$ cat src/hdl/adc_start_regs.vh
// timing counts, field codes and reset defaults for the start-up sequencer
`ifndef ADC_START_REGS_VH
`define ADC_START_REGS_VH
`define CLK_MHZ            100
`define POR_DELAY_US       100
`define POR_DELAY_CYC      (`POR_DELAY_US * `CLK_MHZ)
`define RESET_LOW_WIDTH_NS 2000
`define RESET_LOW_CYC      (`RESET_LOW_WIDTH_NS * `CLK_MHZ / 1000)
`define MOD_WAIT_BASE      256
`define MOD_WAIT_EXTRA     44
`define MOD_WAIT_CYC       (`MOD_WAIT_BASE + `MOD_WAIT_EXTRA)
`define MOD_DIV_DEF        8'h04
`define OSR_DEF            16'h0400
`define FAST_SAMPLES       2
`define SINC3_PERIODS      3
`define FRAME_WORDS        6
`define CMD_RESET          16'h0011
`define PWR_DEF            2'h2
`define GC_DLY_DEF         16'h0010
`define DIV_W              8
`define SAMPLE_W           16
`endif

$ cat src/hdl/adc_reset_startup_sequencer.v
// reset sources, ready edge, modulator wait and filter handover for the adc core
// Operation
// - three reset sources: power-on, pin, command
// - any reset restores defaults, then converts
// - rising ready edge; earlier spi traffic ignored
// - power-on delay then ready goes high
// - long pin low resets until released
// - frames are six words, completed fully
// - reset command latched only at frame end
// - latched reset command resets immediately
// - modulator needs external clock or oscillator
// - wait 256 plus 44 modulator periods
// - both filter paths fed at once
// - continuous mode: two fast samples, then sinc3 output
// - pin/command reset skips power-on delay
// - every reset selects external clock again
// - continuous data every oversampling ratio periods
// - continuous and chop modes, chop delay
// - three power modes in either mode
// - chop result averages opposite-polarity pair
`include "adc_start_regs.vh"
module adc_reset_startup_sequencer #(
  parameter POR_CYCLES  = `POR_DELAY_CYC,
  parameter RSL_CYCLES  = `RESET_LOW_CYC,
  parameter SW          = `SAMPLE_W
) (
  input  wire          ref_clk,
  input  wire          arst_n,
  input  wire          syncReset_n,
  input  wire          external_clock_in,
  input  wire          frameWordValid,
  input  wire [15:0]   frameWord,
  input  wire          frameAbort,
  input  wire          oscEnableSet,
  input  wire          chop_enable,
  input  wire [15:0]   oversampling_ratio,
  input  wire [15:0]   chopDelay,
  input  wire [1:0]    powerModeSet,
  input  wire          powerModeWrite,
  input  wire          modBit,
  input  wire          sampleReady,
  output reg           data_ready_n,
  output reg           spiEnable,
  output reg           clockSelInt,
  output reg  [1:0]    powerMode,
  output reg           fastPathSel,
  output reg           modRun,
  output reg           chopPolarity,
  output reg  [SW-1:0] sampleData,
  output reg           sampleValid,
  output reg           sampleFast
);
  localparam ST_POR  = 5'h01;
  localparam ST_RST  = 5'h02;
  localparam ST_CLK  = 5'h04;
  localparam ST_WAIT = 5'h08;
  localparam ST_RUN  = 5'h10;

  reg [1:0]  rstSync_ff;
  wire       rstN;
  wire       pinSync;
  wire       extClkSync;
  reg [4:0]  state_ff;
  reg [4:0]  nxt_state;
  reg [31:0] cnt_ff;
  reg [31:0] lowCnt_ff;
  reg [2:0]  wordCnt_ff;
  reg        cmdSeen_ff;
  reg        cmdReset_ff;
  reg        pinReset;
  reg        extPrev_ff;
  reg [7:0]  divCnt_ff;
  reg        modTick;
  reg [15:0] osrCnt_ff;
  reg [15:0] acc_ff;
  reg [15:0] accFast_ff;
  reg [15:0] pending_ff;
  reg        havePending_ff;
  reg [1:0]  sampleCnt_ff;
  reg [15:0] gcDly_ff;
  wire [16:0] bufOutData;
  wire        bufOutValid;
  wire        bufInReady;
  reg [16:0]  bufInData;
  reg         bufInValid;
  wire        anyReset;

  function [15:0] avgPair;
    input [15:0] a;
    input [15:0] b;
    reg   [16:0] s;
    begin
      s       = {1'b0, a} + {1'b0, b};
      avgPair = s[16:1];
    end
  endfunction

  always @(posedge ref_clk or negedge arst_n)
  begin
    if (!arst_n)
      rstSync_ff <= 2'h0;
    else
      rstSync_ff <= {rstSync_ff[0], 1'b1};
  end
  assign rstN = rstSync_ff[1];

  sync_2ff #(.RESET_VAL(1'b1)) u_pinSync (
    .clk  (ref_clk),
    .rstN (rstN),
    .din  (syncReset_n),
    .dout (pinSync)
  );

  sync_2ff #(.RESET_VAL(1'b0)) u_clkSync (
    .clk  (ref_clk),
    .rstN (rstN),
    .din  (external_clock_in),
    .dout (extClkSync)
  );

  // long low on the pin is reset; shorter pulses are left to sync logic
  always @(posedge ref_clk or negedge rstN)
  begin
    if (!rstN)
      lowCnt_ff <= 32'h0;
    else if (pinSync)
      lowCnt_ff <= 32'h0;
    else if (lowCnt_ff <= RSL_CYCLES)
      lowCnt_ff <= lowCnt_ff + 32'h1;
  end

  always @*
  begin
    pinReset = !pinSync && (lowCnt_ff > RSL_CYCLES);
  end

  // command only counts once all words of its frame arrived
  always @(posedge ref_clk or negedge rstN)
  begin
    if (!rstN)
    begin
      wordCnt_ff  <= 3'h0;
      cmdSeen_ff  <= 1'b0;
      cmdReset_ff <= 1'b0;
    end
    else
    begin
      cmdReset_ff <= 1'b0;
      if (frameAbort || !spiEnable)
      begin
        wordCnt_ff <= 3'h0;
        cmdSeen_ff <= 1'b0;
      end
      else if (frameWordValid)
      begin
        if (wordCnt_ff == 3'h0)
          cmdSeen_ff <= (frameWord == `CMD_RESET);
        if (wordCnt_ff == (`FRAME_WORDS - 1))
        begin
          wordCnt_ff  <= 3'h0;
          cmdReset_ff <= cmdSeen_ff;
          cmdSeen_ff  <= 1'b0;
        end
        else
          wordCnt_ff <= wordCnt_ff + 3'h1;
      end
    end
  end

  assign anyReset = pinReset || cmdReset_ff;

  // modulator tick: divided reference or external clock edges
  always @(posedge ref_clk or negedge rstN)
  begin
    if (!rstN)
    begin
      extPrev_ff <= 1'b0;
      divCnt_ff  <= 8'h00;
    end
    else
    begin
      extPrev_ff <= extClkSync;
      if (divCnt_ff == (`MOD_DIV_DEF - 8'h01))
        divCnt_ff <= 8'h00;
      else
        divCnt_ff <= divCnt_ff + 8'h01;
    end
  end

  always @*
  begin
    if (clockSelInt)
      modTick = (divCnt_ff == 8'h00);
    else
      modTick = extClkSync && !extPrev_ff;
  end

  always @*
  begin
    nxt_state = state_ff;
    case (state_ff)
      ST_POR:  if (cnt_ff >= POR_CYCLES - 1) nxt_state = ST_CLK;
      ST_RST:  if (!anyReset) nxt_state = ST_CLK;
      ST_CLK:  if (modTick) nxt_state = ST_WAIT;
      ST_WAIT: if (modTick && cnt_ff >= `MOD_WAIT_CYC - 1) nxt_state = ST_RUN;
      ST_RUN:  nxt_state = ST_RUN;
      default: nxt_state = ST_RST;
    endcase
    if (anyReset)
      nxt_state = ST_RST;
  end

  always @(posedge ref_clk or negedge rstN)
  begin
    if (!rstN)
    begin
      state_ff     <= ST_POR;
      cnt_ff       <= 32'h0;
      data_ready_n <= 1'b0;
      spiEnable    <= 1'b0;
      clockSelInt  <= 1'b0;
      powerMode    <= `PWR_DEF;
      modRun       <= 1'b0;
    end
    else
    begin
      state_ff <= nxt_state;
      if (nxt_state != state_ff)
        cnt_ff <= 32'h0;
      else if (state_ff == ST_POR || (state_ff == ST_WAIT && modTick))
        cnt_ff <= cnt_ff + 32'h1;
      if (nxt_state == ST_RST || nxt_state == ST_POR)
      begin
        data_ready_n <= 1'b0;
        spiEnable    <= 1'b0;
        clockSelInt  <= 1'b0;
        powerMode    <= `PWR_DEF;
        modRun       <= 1'b0;
      end
      else
      begin
        if (state_ff == ST_POR || state_ff == ST_RST)
        begin
          data_ready_n <= 1'b1;
          spiEnable    <= 1'b1;
        end
        else if (sampleValid)
          data_ready_n <= 1'b0;
        else if (osrCnt_ff == {1'b0, oversampling_ratio[15:1]} && modTick)
          data_ready_n <= 1'b1;
        if (oscEnableSet && spiEnable)
          clockSelInt <= 1'b1;
        if (powerModeWrite && spiEnable && powerModeSet != 2'h3)
          powerMode <= powerModeSet;
        modRun <= (nxt_state == ST_RUN);
      end
    end
  end

  // both paths integrate the same modulator bits
  always @(posedge ref_clk or negedge rstN)
  begin
    if (!rstN)
    begin
      osrCnt_ff      <= 16'h0;
      acc_ff         <= 16'h0;
      accFast_ff     <= 16'h0;
      sampleCnt_ff   <= 2'h0;
      fastPathSel    <= 1'b1;
      chopPolarity   <= 1'b0;
      gcDly_ff       <= 16'h0;
      pending_ff     <= 16'h0;
      havePending_ff <= 1'b0;
      bufInData      <= 17'h0;
      bufInValid     <= 1'b0;
    end
    else if (state_ff != ST_RUN)
    begin
      osrCnt_ff      <= 16'h0;
      acc_ff         <= 16'h0;
      accFast_ff     <= 16'h0;
      sampleCnt_ff   <= 2'h0;
      fastPathSel    <= 1'b1;
      chopPolarity   <= 1'b0;
      gcDly_ff       <= 16'h0;
      havePending_ff <= 1'b0;
      bufInValid     <= 1'b0;
    end
    else
    begin
      if (bufInValid && bufInReady)
        bufInValid <= 1'b0;
      if (gcDly_ff != 16'h0)
      begin
        if (modTick)
          gcDly_ff <= gcDly_ff - 16'h1;
      end
      else if (modTick && !(bufInValid && !bufInReady))
      begin
        acc_ff     <= acc_ff + {15'h0, modBit ^ chopPolarity};
        accFast_ff <= accFast_ff + {15'h0, modBit ^ chopPolarity};
        if (osrCnt_ff == oversampling_ratio - 16'h1)
        begin
          osrCnt_ff  <= 16'h0;
          acc_ff     <= 16'h0;
          accFast_ff <= 16'h0;
          if (chop_enable)
          begin
            chopPolarity <= !chopPolarity;
            gcDly_ff     <= chopDelay;
            pending_ff   <= acc_ff;
            havePending_ff <= 1'b1;
            if (havePending_ff)
            begin
              bufInData  <= {1'b0, avgPair(pending_ff, ~acc_ff)};
              bufInValid <= 1'b1;
            end
          end
          else
          begin
            bufInData  <= {fastPathSel, fastPathSel ? accFast_ff : acc_ff};
            bufInValid <= 1'b1;
            if (sampleCnt_ff != `FAST_SAMPLES)
              sampleCnt_ff <= sampleCnt_ff + 2'h1;
            if (sampleCnt_ff == `FAST_SAMPLES - 1)
              fastPathSel <= 1'b0;
          end
        end
        else
          osrCnt_ff <= osrCnt_ff + 16'h1;
      end
    end
  end

  skid_buffer #(.WIDTH(17)) u_buf (
    .clk      (ref_clk),
    .rstN     (rstN),
    .flush    (state_ff != ST_RUN),
    .inData   (bufInData),
    .inValid  (bufInValid),
    .inReady  (bufInReady),
    .outData  (bufOutData),
    .outValid (bufOutValid),
    .outReady (sampleReady)
  );

  always @(posedge ref_clk or negedge rstN)
  begin
    if (!rstN)
    begin
      sampleData  <= {SW{1'b0}};
      sampleValid <= 1'b0;
      sampleFast  <= 1'b0;
    end
    else
    begin
      sampleValid <= bufOutValid && sampleReady && (state_ff == ST_RUN);
      if (bufOutValid && sampleReady)
      begin
        sampleData <= bufOutData[SW-1:0];
        sampleFast <= bufOutData[16];
      end
    end
  end
endmodule // adc_reset_startup_sequencer

$ cat src/hdl/sync_2ff.v
// two flip-flop synchroniser for a pin level
module sync_2ff #(
  parameter RESET_VAL = 1'b0
) (
  input  wire clk,
  input  wire rstN,
  input  wire din,
  output reg  dout
);
  reg meta_ff;

  always @(posedge clk or negedge rstN)
  begin
    if (!rstN)
    begin
      meta_ff <= RESET_VAL;
      dout    <= RESET_VAL;
    end
    else
    begin
      meta_ff <= din;
      dout    <= meta_ff;
    end
  end
endmodule // sync_2ff

$ cat src/hdl/skid_buffer.v
// two-entry buffer with valid/ready on both sides
module skid_buffer #(
  parameter WIDTH = 17
) (
  input  wire             clk,
  input  wire             rstN,
  input  wire             flush,
  input  wire [WIDTH-1:0] inData,
  input  wire             inValid,
  output wire             inReady,
  output wire [WIDTH-1:0] outData,
  output wire             outValid,
  input  wire             outReady
);
  reg [WIDTH-1:0] mem0_ff;
  reg [WIDTH-1:0] mem1_ff;
  reg [1:0]       cnt_ff;
  wire            push;
  wire            pop;

  assign inReady  = (cnt_ff != 2'h2);
  assign outValid = (cnt_ff != 2'h0);
  assign outData  = mem0_ff;
  assign push     = inValid && inReady;
  assign pop      = outValid && outReady;

  always @(posedge clk or negedge rstN)
  begin
    if (!rstN)
    begin
      mem0_ff <= {WIDTH{1'b0}};
      mem1_ff <= {WIDTH{1'b0}};
      cnt_ff  <= 2'h0;
    end
    else if (flush)
      cnt_ff <= 2'h0;
    else
    begin
      if (pop)
        mem0_ff <= (cnt_ff == 2'h2) ? mem1_ff : inData;
      if (push && (cnt_ff == 2'h0 || (cnt_ff == 2'h1 && pop)))
        mem0_ff <= inData;
      if (push && ((cnt_ff == 2'h1 && !pop) || (cnt_ff == 2'h2)))
        mem1_ff <= inData;
      cnt_ff <= cnt_ff + {1'b0, push} - {1'b0, pop};
    end
  end
endmodule // skid_buffer

$ cat config.mk
export PLATFORM = sky130hd
export DESIGN_NAME = adc_reset_startup_sequencer
export DESIGN_NICKNAME = d
export VERILOG_FILES = /design/src/hdl/adc_reset_startup_sequencer.v /design/src/hdl/sync_2ff.v /design/src/hdl/skid_buffer.v
export VERILOG_INCLUDE_DIRS = /design/src /design/src/hdl
export SDC_FILE = /design/constraint.sdc
export NUM_CORES = 1
export LEC_CHECK = 0
export BUFFER_PORTS_ARGS = -buffer_cell sky130_fd_sc_hd__buf_2
export CAP_MARGIN = 20
export CORE_UTILIZATION = 33
export DETAILED_ROUTE_END_ITERATION = 10
export GPL_ROUTABILITY_DRIVEN = 0
export PLACE_DENSITY = 0.55
export SLEW_MARGIN = 15
export SYNTH_ARGS = -nofsm -noshare
export SYNTH_HDL_FRONTEND = slang
export SYNTH_SLANG_ARGS = --single-unit
$ cat constraint.sdc
create_clock -name ref_clk -period 24.4 [get_ports ref_clk]
set_clock_uncertainty 0.15 [all_clocks]
set_input_delay 2.44 -clock ref_clk [delete_from_list [all_inputs] [get_ports ref_clk]]
set_output_delay 2.44 -clock ref_clk [all_outputs]
set_load 0.02 [all_outputs]
Yosys cells after proc, flatten, opt, wreduce, memory -nomap -nowiden

Index checks and enable logic that the tools add are counted.

Add/subtract/negate cells: 13
$lt $le $gt $ge: 4
Equal/unequal tests: 25
Mux-type cells: 86
Bitwise operators: 4
Reduce and logical (&&, ||, !) cells: 63

Operators by type and width:

| cell                    | number |
|---|---|
| $mux W16                | 19 |
| $mux W32                | 4 |
| $mux W17                | 5 |
| $add A32 B1 Y32 const B | 2 |
| $mux W1                 | 40 |
| $add A16 B1 Y16         | 2 |
| $ge A32 B14 Y1 const B  | 1 |
| $ge A32 B9 Y1 const B   | 1 |
| $gt A32 B8 Y1 const B   | 1 |
| $le A32 B8 Y1 const B   | 1 |
| $sub A16 B1 Y16 const B | 2 |
| $reduce_bool A2 Y1      | 13 |
| $pmux W5 S5             | 1 |
| $mux W5                 | 4 |
| $reduce_and A5 Y1       | 4 |
| $mux W2                 | 9 |
| $add A16 B16 Y17        | 1 |
| $logic_and A1 B1 Y1     | 17 |
| $add A16 B1 Y16 const B | 1 |
| $eq A16 B15 Y1          | 1 |
| $eq A16 B16 Y1          | 1 |
| $eq A16 B5 Y1 const B   | 1 |
| $not A16 Y16            | 1 |
| $reduce_bool A16 Y1     | 1 |
| other kinds (32)        | 62 |

Register bits after elaboration: 252
Bits of input ports: 61

Depth between registers and ports, before layout

Depth in word-level cells: 10
Gate-level depth with buffers: 11

Hierarchy

Synthesis repeated with hierarchy kept, for this count alone.

Cell total of the unflattened synthesis: 1305
Area total of the unflattened synthesis: 13456.7 um^2

Modules (own cells, without submodules):

| module                      | instances | cells an instance | area an instance (um^2) | seq. area each (um^2) |
|---|---|---|---|---|
| adc_reset_startup_sequencer | 1         | 1193              | 11584.9                 | 5308.8 |
| skid_buffer                 | 1         | 108               | 1769.2                  | 900.9 |
| sync_2ff (u_pinSync)        | 1         | 2                 | 52.6                    | 52.6 |
| sync_2ff (u_clkSync)        | 1         | 2                 | 50.0                    | 50.0 |

Worst setup path before layout

OpenSTA, ideal clock, no wires.

Kind: input-to-reg
From: in oversampling_ratio[0]
To: reg pending_ff[10]
Arrival: 5.069 ns
Path slack: 19.056 ns
Stages: 9
Cell sequence: inv_1 > ha_1 > or3b_4 > or4_4 > a311oi_4 > o2111ai_4 > nor4_4 > buf_6 > mux2_4

Longest elaborated chain between the ends: 3

Ends and longest elaborated chain:

| element                            | line                              | text |
|---|---|---|
| from (decl)                        | adc_reset_startup_sequencer.v:36  | `input wire [15:0] oversampling_ratio,` |
| $sub A16 B1 Y16                    | adc_reset_startup_sequencer.v:302 | `if (osrCnt_ff == oversampling_ratio - 16'h1)` |
| $eq A16 B16 Y1                     | adc_reset_startup_sequencer.v:302 |  |
| $reduce_and A5 Y1 (no source line) | --                                |  |
| to (signal assigned)               | adc_reset_startup_sequencer.v:272 | `pending_ff <= 16'h0;` |
| to (signal assigned)               | adc_reset_startup_sequencer.v:311 | `pending_ff <= acc_ff;` |
| to (decl)                          | adc_reset_startup_sequencer.v:77  | `reg [15:0] pending_ff;` |

No other way between the ends.
A chain may end at the register's enable or synchronous reset.

Worst setup path in the final report

From: in oversampling_ratio[0]
To: reg pending_ff[4]

The elaborated chain is that of the path after synthesis.

==> metrics list <==
- Outcome: finished clean
- For the worst flop-to-flop path, the logic depth is 9.
* Number of DRC violations after detailed routing: 0
* Maximum operating frequency: about 0.19 GHz
- The first detailed-routing pass took 5 iterations.
- Largest net degree at the start of global routing: 80
- Sinks on the clock net: between 200 and 300
- PortBufs: 86
- Synthesis inferred 252 register bits.
* Max cap viols: 0
- Excluding fillers, the count of instances in the completed layout stands at between 1.5k and 2k.
- Number of buffers added for setup after CTS: 0
* Proportion of synthesized flip-flops having asynchronous set or reset: 1.00
- Number of buffers created by CTS: 29
- Cell with the largest stage delay on the worst path: or4_4
- Vias in the first global route: approximately 10k
- STA puts the critical path data required time at 24,670 ps.
- Vertical extent of the die: 204 um
- Number of flops mapped to enable cells by yosys: 0
- After the first detailed-routing iteration, the DRC count stood at between 600 and 700.
* Total number of vias: 10.0k
- Clock tree from TritonCTS: done
- Area of the mapped netlist: 13,500 um2
* Total routed wirelength: roughly 30,000 um
- The tightest min-delay check is of the register to register type.
- Pins over their slew limit: 0
- Total inserted antenna cells: 0
- Final number of setup-violating endpoints: 0
- Cell leakage power: ~6.9 nW
* Chain of cells forming the critical path: buf_2 -> inv_1 -> ha_1 -> or3b_4 -> or4_4 -> a311oi_4 -> o2111ai_4 -> nor4_4 -> buf_4 -> mux2_2
- Part of the cycle the worst path needs: 0.220
- Once the clock tree was built, the resizer swapped 0 gates to a different size.
* Max incr delay on CP: between 500 and 600 ps
* Share of cells above drive strength 1: 0.176
* Final TNS setup: 0 ps
- In the global route stage, overall resource usage came out at 0.150.
- The layout has approximately 4.0k filler cells.
- CTS built an H-tree with a depth of 1.
- Detailed placement ended at an HPWL of ~21,000 um.
- For this design the ratio of total power to cell area is ~64 nW/um2.
* Transition time at the pin with the least slew margin: roughly 1000 ps
- The die is around 200 um wide.
* CP Launch Type: input port
- Std-Cell Rows: 73
* Worst vdd ir: 51.4 uV
- Effective utilization at floorplan: 0.337
* Number of nets in the synthesized netlist: between 1k and 1.5k
- Setup repair after global routing left no endpoint under its margin.
- For the finished layout, the period the worst path requires is roughly 5400 ps.
* Relative slew slack: 0.332
- The number of different library cells used by synthesis comes to just under 90.
- After detailed placement, the total cell area comes to 14,400 um2.
* Post-cts hold buffer count: 0
- After layout, the design draws a total of roughly 1 mW.
* Number of warnings issued by yosys: 0
* Overflow after GRT: 0
- In this run the worst path has a maximum fanout of 24.
* Initial antenna violation count: 0
- After detailed placement, the design holds a cell count of 1,905.
- Final hold analysis gives a worst-case slack of about 200 ps.
- The first global-routing pass estimated 51,800 um of wire.
- Dividing the detail-routed wire length by the instance count gives around 16 um.
* Mean number of vias per cell: 5.13
- Floorplan core area: between 40,000 and 50,000 um2
- The area growth from synthesis to layout is 14.5%.
- The worst setup path is of the input port to register kind.
- The clock reaches the later pin of the worst-skew pair after between 500 and 600 ps.
* Critical path arrival: approximately 5700 ps
- Final count of hold timing violations: 0
- The share of the Yosys chip area taken by registers is 0.469.
* Critical Path End Type: register
* Mean instance size in the synthesized netlist: around 10 um2
- CTS placed an instance of clkbuf_16 at the clock tree root.
- At the end of the flow, the number of nets in the layout was around 1.5k.
- Synthesized instance count: between 1k and 1.5k
* Number of antenna-violating nets in the routed design: 0
* Maximum root-to-sink buffer count: 3
* Number of stages on the worst hold path: 0
* Clock-pin slew reported for the worst setup and hold paths after clock tree synthesis: ~60 ps
* Top_reg_cell synth: dfrtp_1
* Post-route cell area: 15,400 um2
- Die area: roughly 42,000 um2
* Number of top-level pins: 87
per-layer routing:
metal  GRT usage  up-vias  part of all wire
met5           0        -                 0
met4      0.0312        0             0.015
met3      0.0161       38             0.031
met2       0.242      153              0.45
met1       0.216     4910              0.50
li1            -     4939                 -
final cells by class:
cell class                      instances  area (um2)  share of cell area
Timing Repair Buffer                  104         566              0.0367
Clock inverter                         18         230              0.0149
Inverter                               53         199              0.0129
Clock buffer                           35         778              0.0504
Multi-Input combinational cell        971        6680               0.433
Tap cell                              525         657              0.0426
Sequential cell                       252        6320               0.409
cells by family after synthesis:
group           synth area share
compound gates             0.120
flops                      0.469
buf+inv                   0.0369
xor+xnor                  0.0741
other cells             0.000278
mux                       0.0770
fa+ha+maj                 0.0312
simple gates               0.192
synthesized netlist by cell type, types with 6 or more instances:
| cell type | n | area, um2 |
|---|---|---|
| a211o_1 | 6 | 52.6 |
| a211oi_1 | 7 | 52.6 |
| a21o_1 | 7 | 52.6 |
| a21oi_1 | 70 | 350 |
| a31oi_1 | 24 | 150 |
| a41oi_1 | 6 | 52.6 |
| and2_1 | 12 | 75.1 |
| and3_1 | 24 | 150 |
| buf_2 | 10 | 50.1 |
| clkbuf_1 | 54 | 203 |
| dfrtp_1 | 247 | 6180 |
| ha_1 | 32 | 400 |
| inv_1 | 53 | 199 |
| mux2_2 | 53 | 597 |
| mux2_4 | 10 | 150 |
| mux2i_1 | 29 | 290 |
| nand2_1 | 60 | 225 |
| nand2b_1 | 12 | 75.1 |
| nand3_1 | 44 | 220 |
| nand4_1 | 19 | 119 |
| nor2_1 | 149 | 559 |
| nor2b_1 | 31 | 194 |
| nor3_1 | 61 | 305 |
| nor3b_1 | 9 | 67.6 |
| nor4_1 | 33 | 206 |
| o21ai_0 | 38 | 190 |
| or3_1 | 6 | 37.5 |
| or4_1 | 8 | 60.1 |
| xnor2_1 | 74 | 648 |
| xor2_1 | 40 | 350 |
final timing paths:
path,startpoint,end,slack [ps]
max,oversampling_ratio[0],pending_ff[4],19020
min,rstSync_ff[0],rstSync_ff[1],200
max reg2reg,gcDly_ff[0],acc_ff[11],20250
min reg2reg,rstSync_ff[0],rstSync_ff[1],200
max in group asynchronous,rstSync_ff[1],u_buf.mem1_ff[5],21620
min in group asynchronous,rstSync_ff[1],acc_ff[15],310
per-stage QoR:
step | utilization | setup WS (ps)
3_5_place_dp | 0.360 | 18470
5_1_grt | 0.386 | 18880
4_1_cts | 0.386 | 19030
3_3_place_gp | 0.360 | 18520
6_report | 0.386 | 19020
2_1_floorplan | - | 16720
placed cells by master, fill, tap and decap left out, types with 36 or more instances in the layout:
| cell | instances |
|---|---|
| nand2_1 | 60 |
| mux2_2 | 53 |
| xor2_1 | 40 |
| inv_1 | 53 |
| xnor2_1 | 74 |
| buf_2 | 86 |
| nand3_1 | 44 |
| o21ai_0 | 36 |
| dfrtp_1 | 246 |
| nor3_1 | 61 |
| a21oi_1 | 70 |
| nor2_1 | 149 |
critical path: cells and delay by family:
family                   cells  cell delay [ps]
AND/OR/NAND/NOR              3             1320
adder cells (fa/ha/maj)      1              190
buffers and inverters        3              500
AO/OA/AOI/OAI                2              810
multiplexers                 1              370
report_power, final:
group	internal (mW)	switching (mW)
Sequential	0.424	0.0107
Combinational	0.0286	0.0622
Clock	0.280	0.174
Total	0.733	0.247
registers in the layout, indices dropped and copies added, names as in the netlist, 16 cells and up:
| register | count |
|---|---|
| pending_ff | 16 |
| lowCnt_ff | 32 |
| acc_ff | 16 |
| bufInData | 17 |
| accFast_ff | 16 |
| cnt_ff | 32 |
| u_buf.mem1_ff | 17 |
| gcDly_ff | 16 |
| sampleData | 16 |
| osrCnt_ff | 16 |
| u_buf.outData | 17 |
Note: power is estimated with default switching activity, not from simulation.
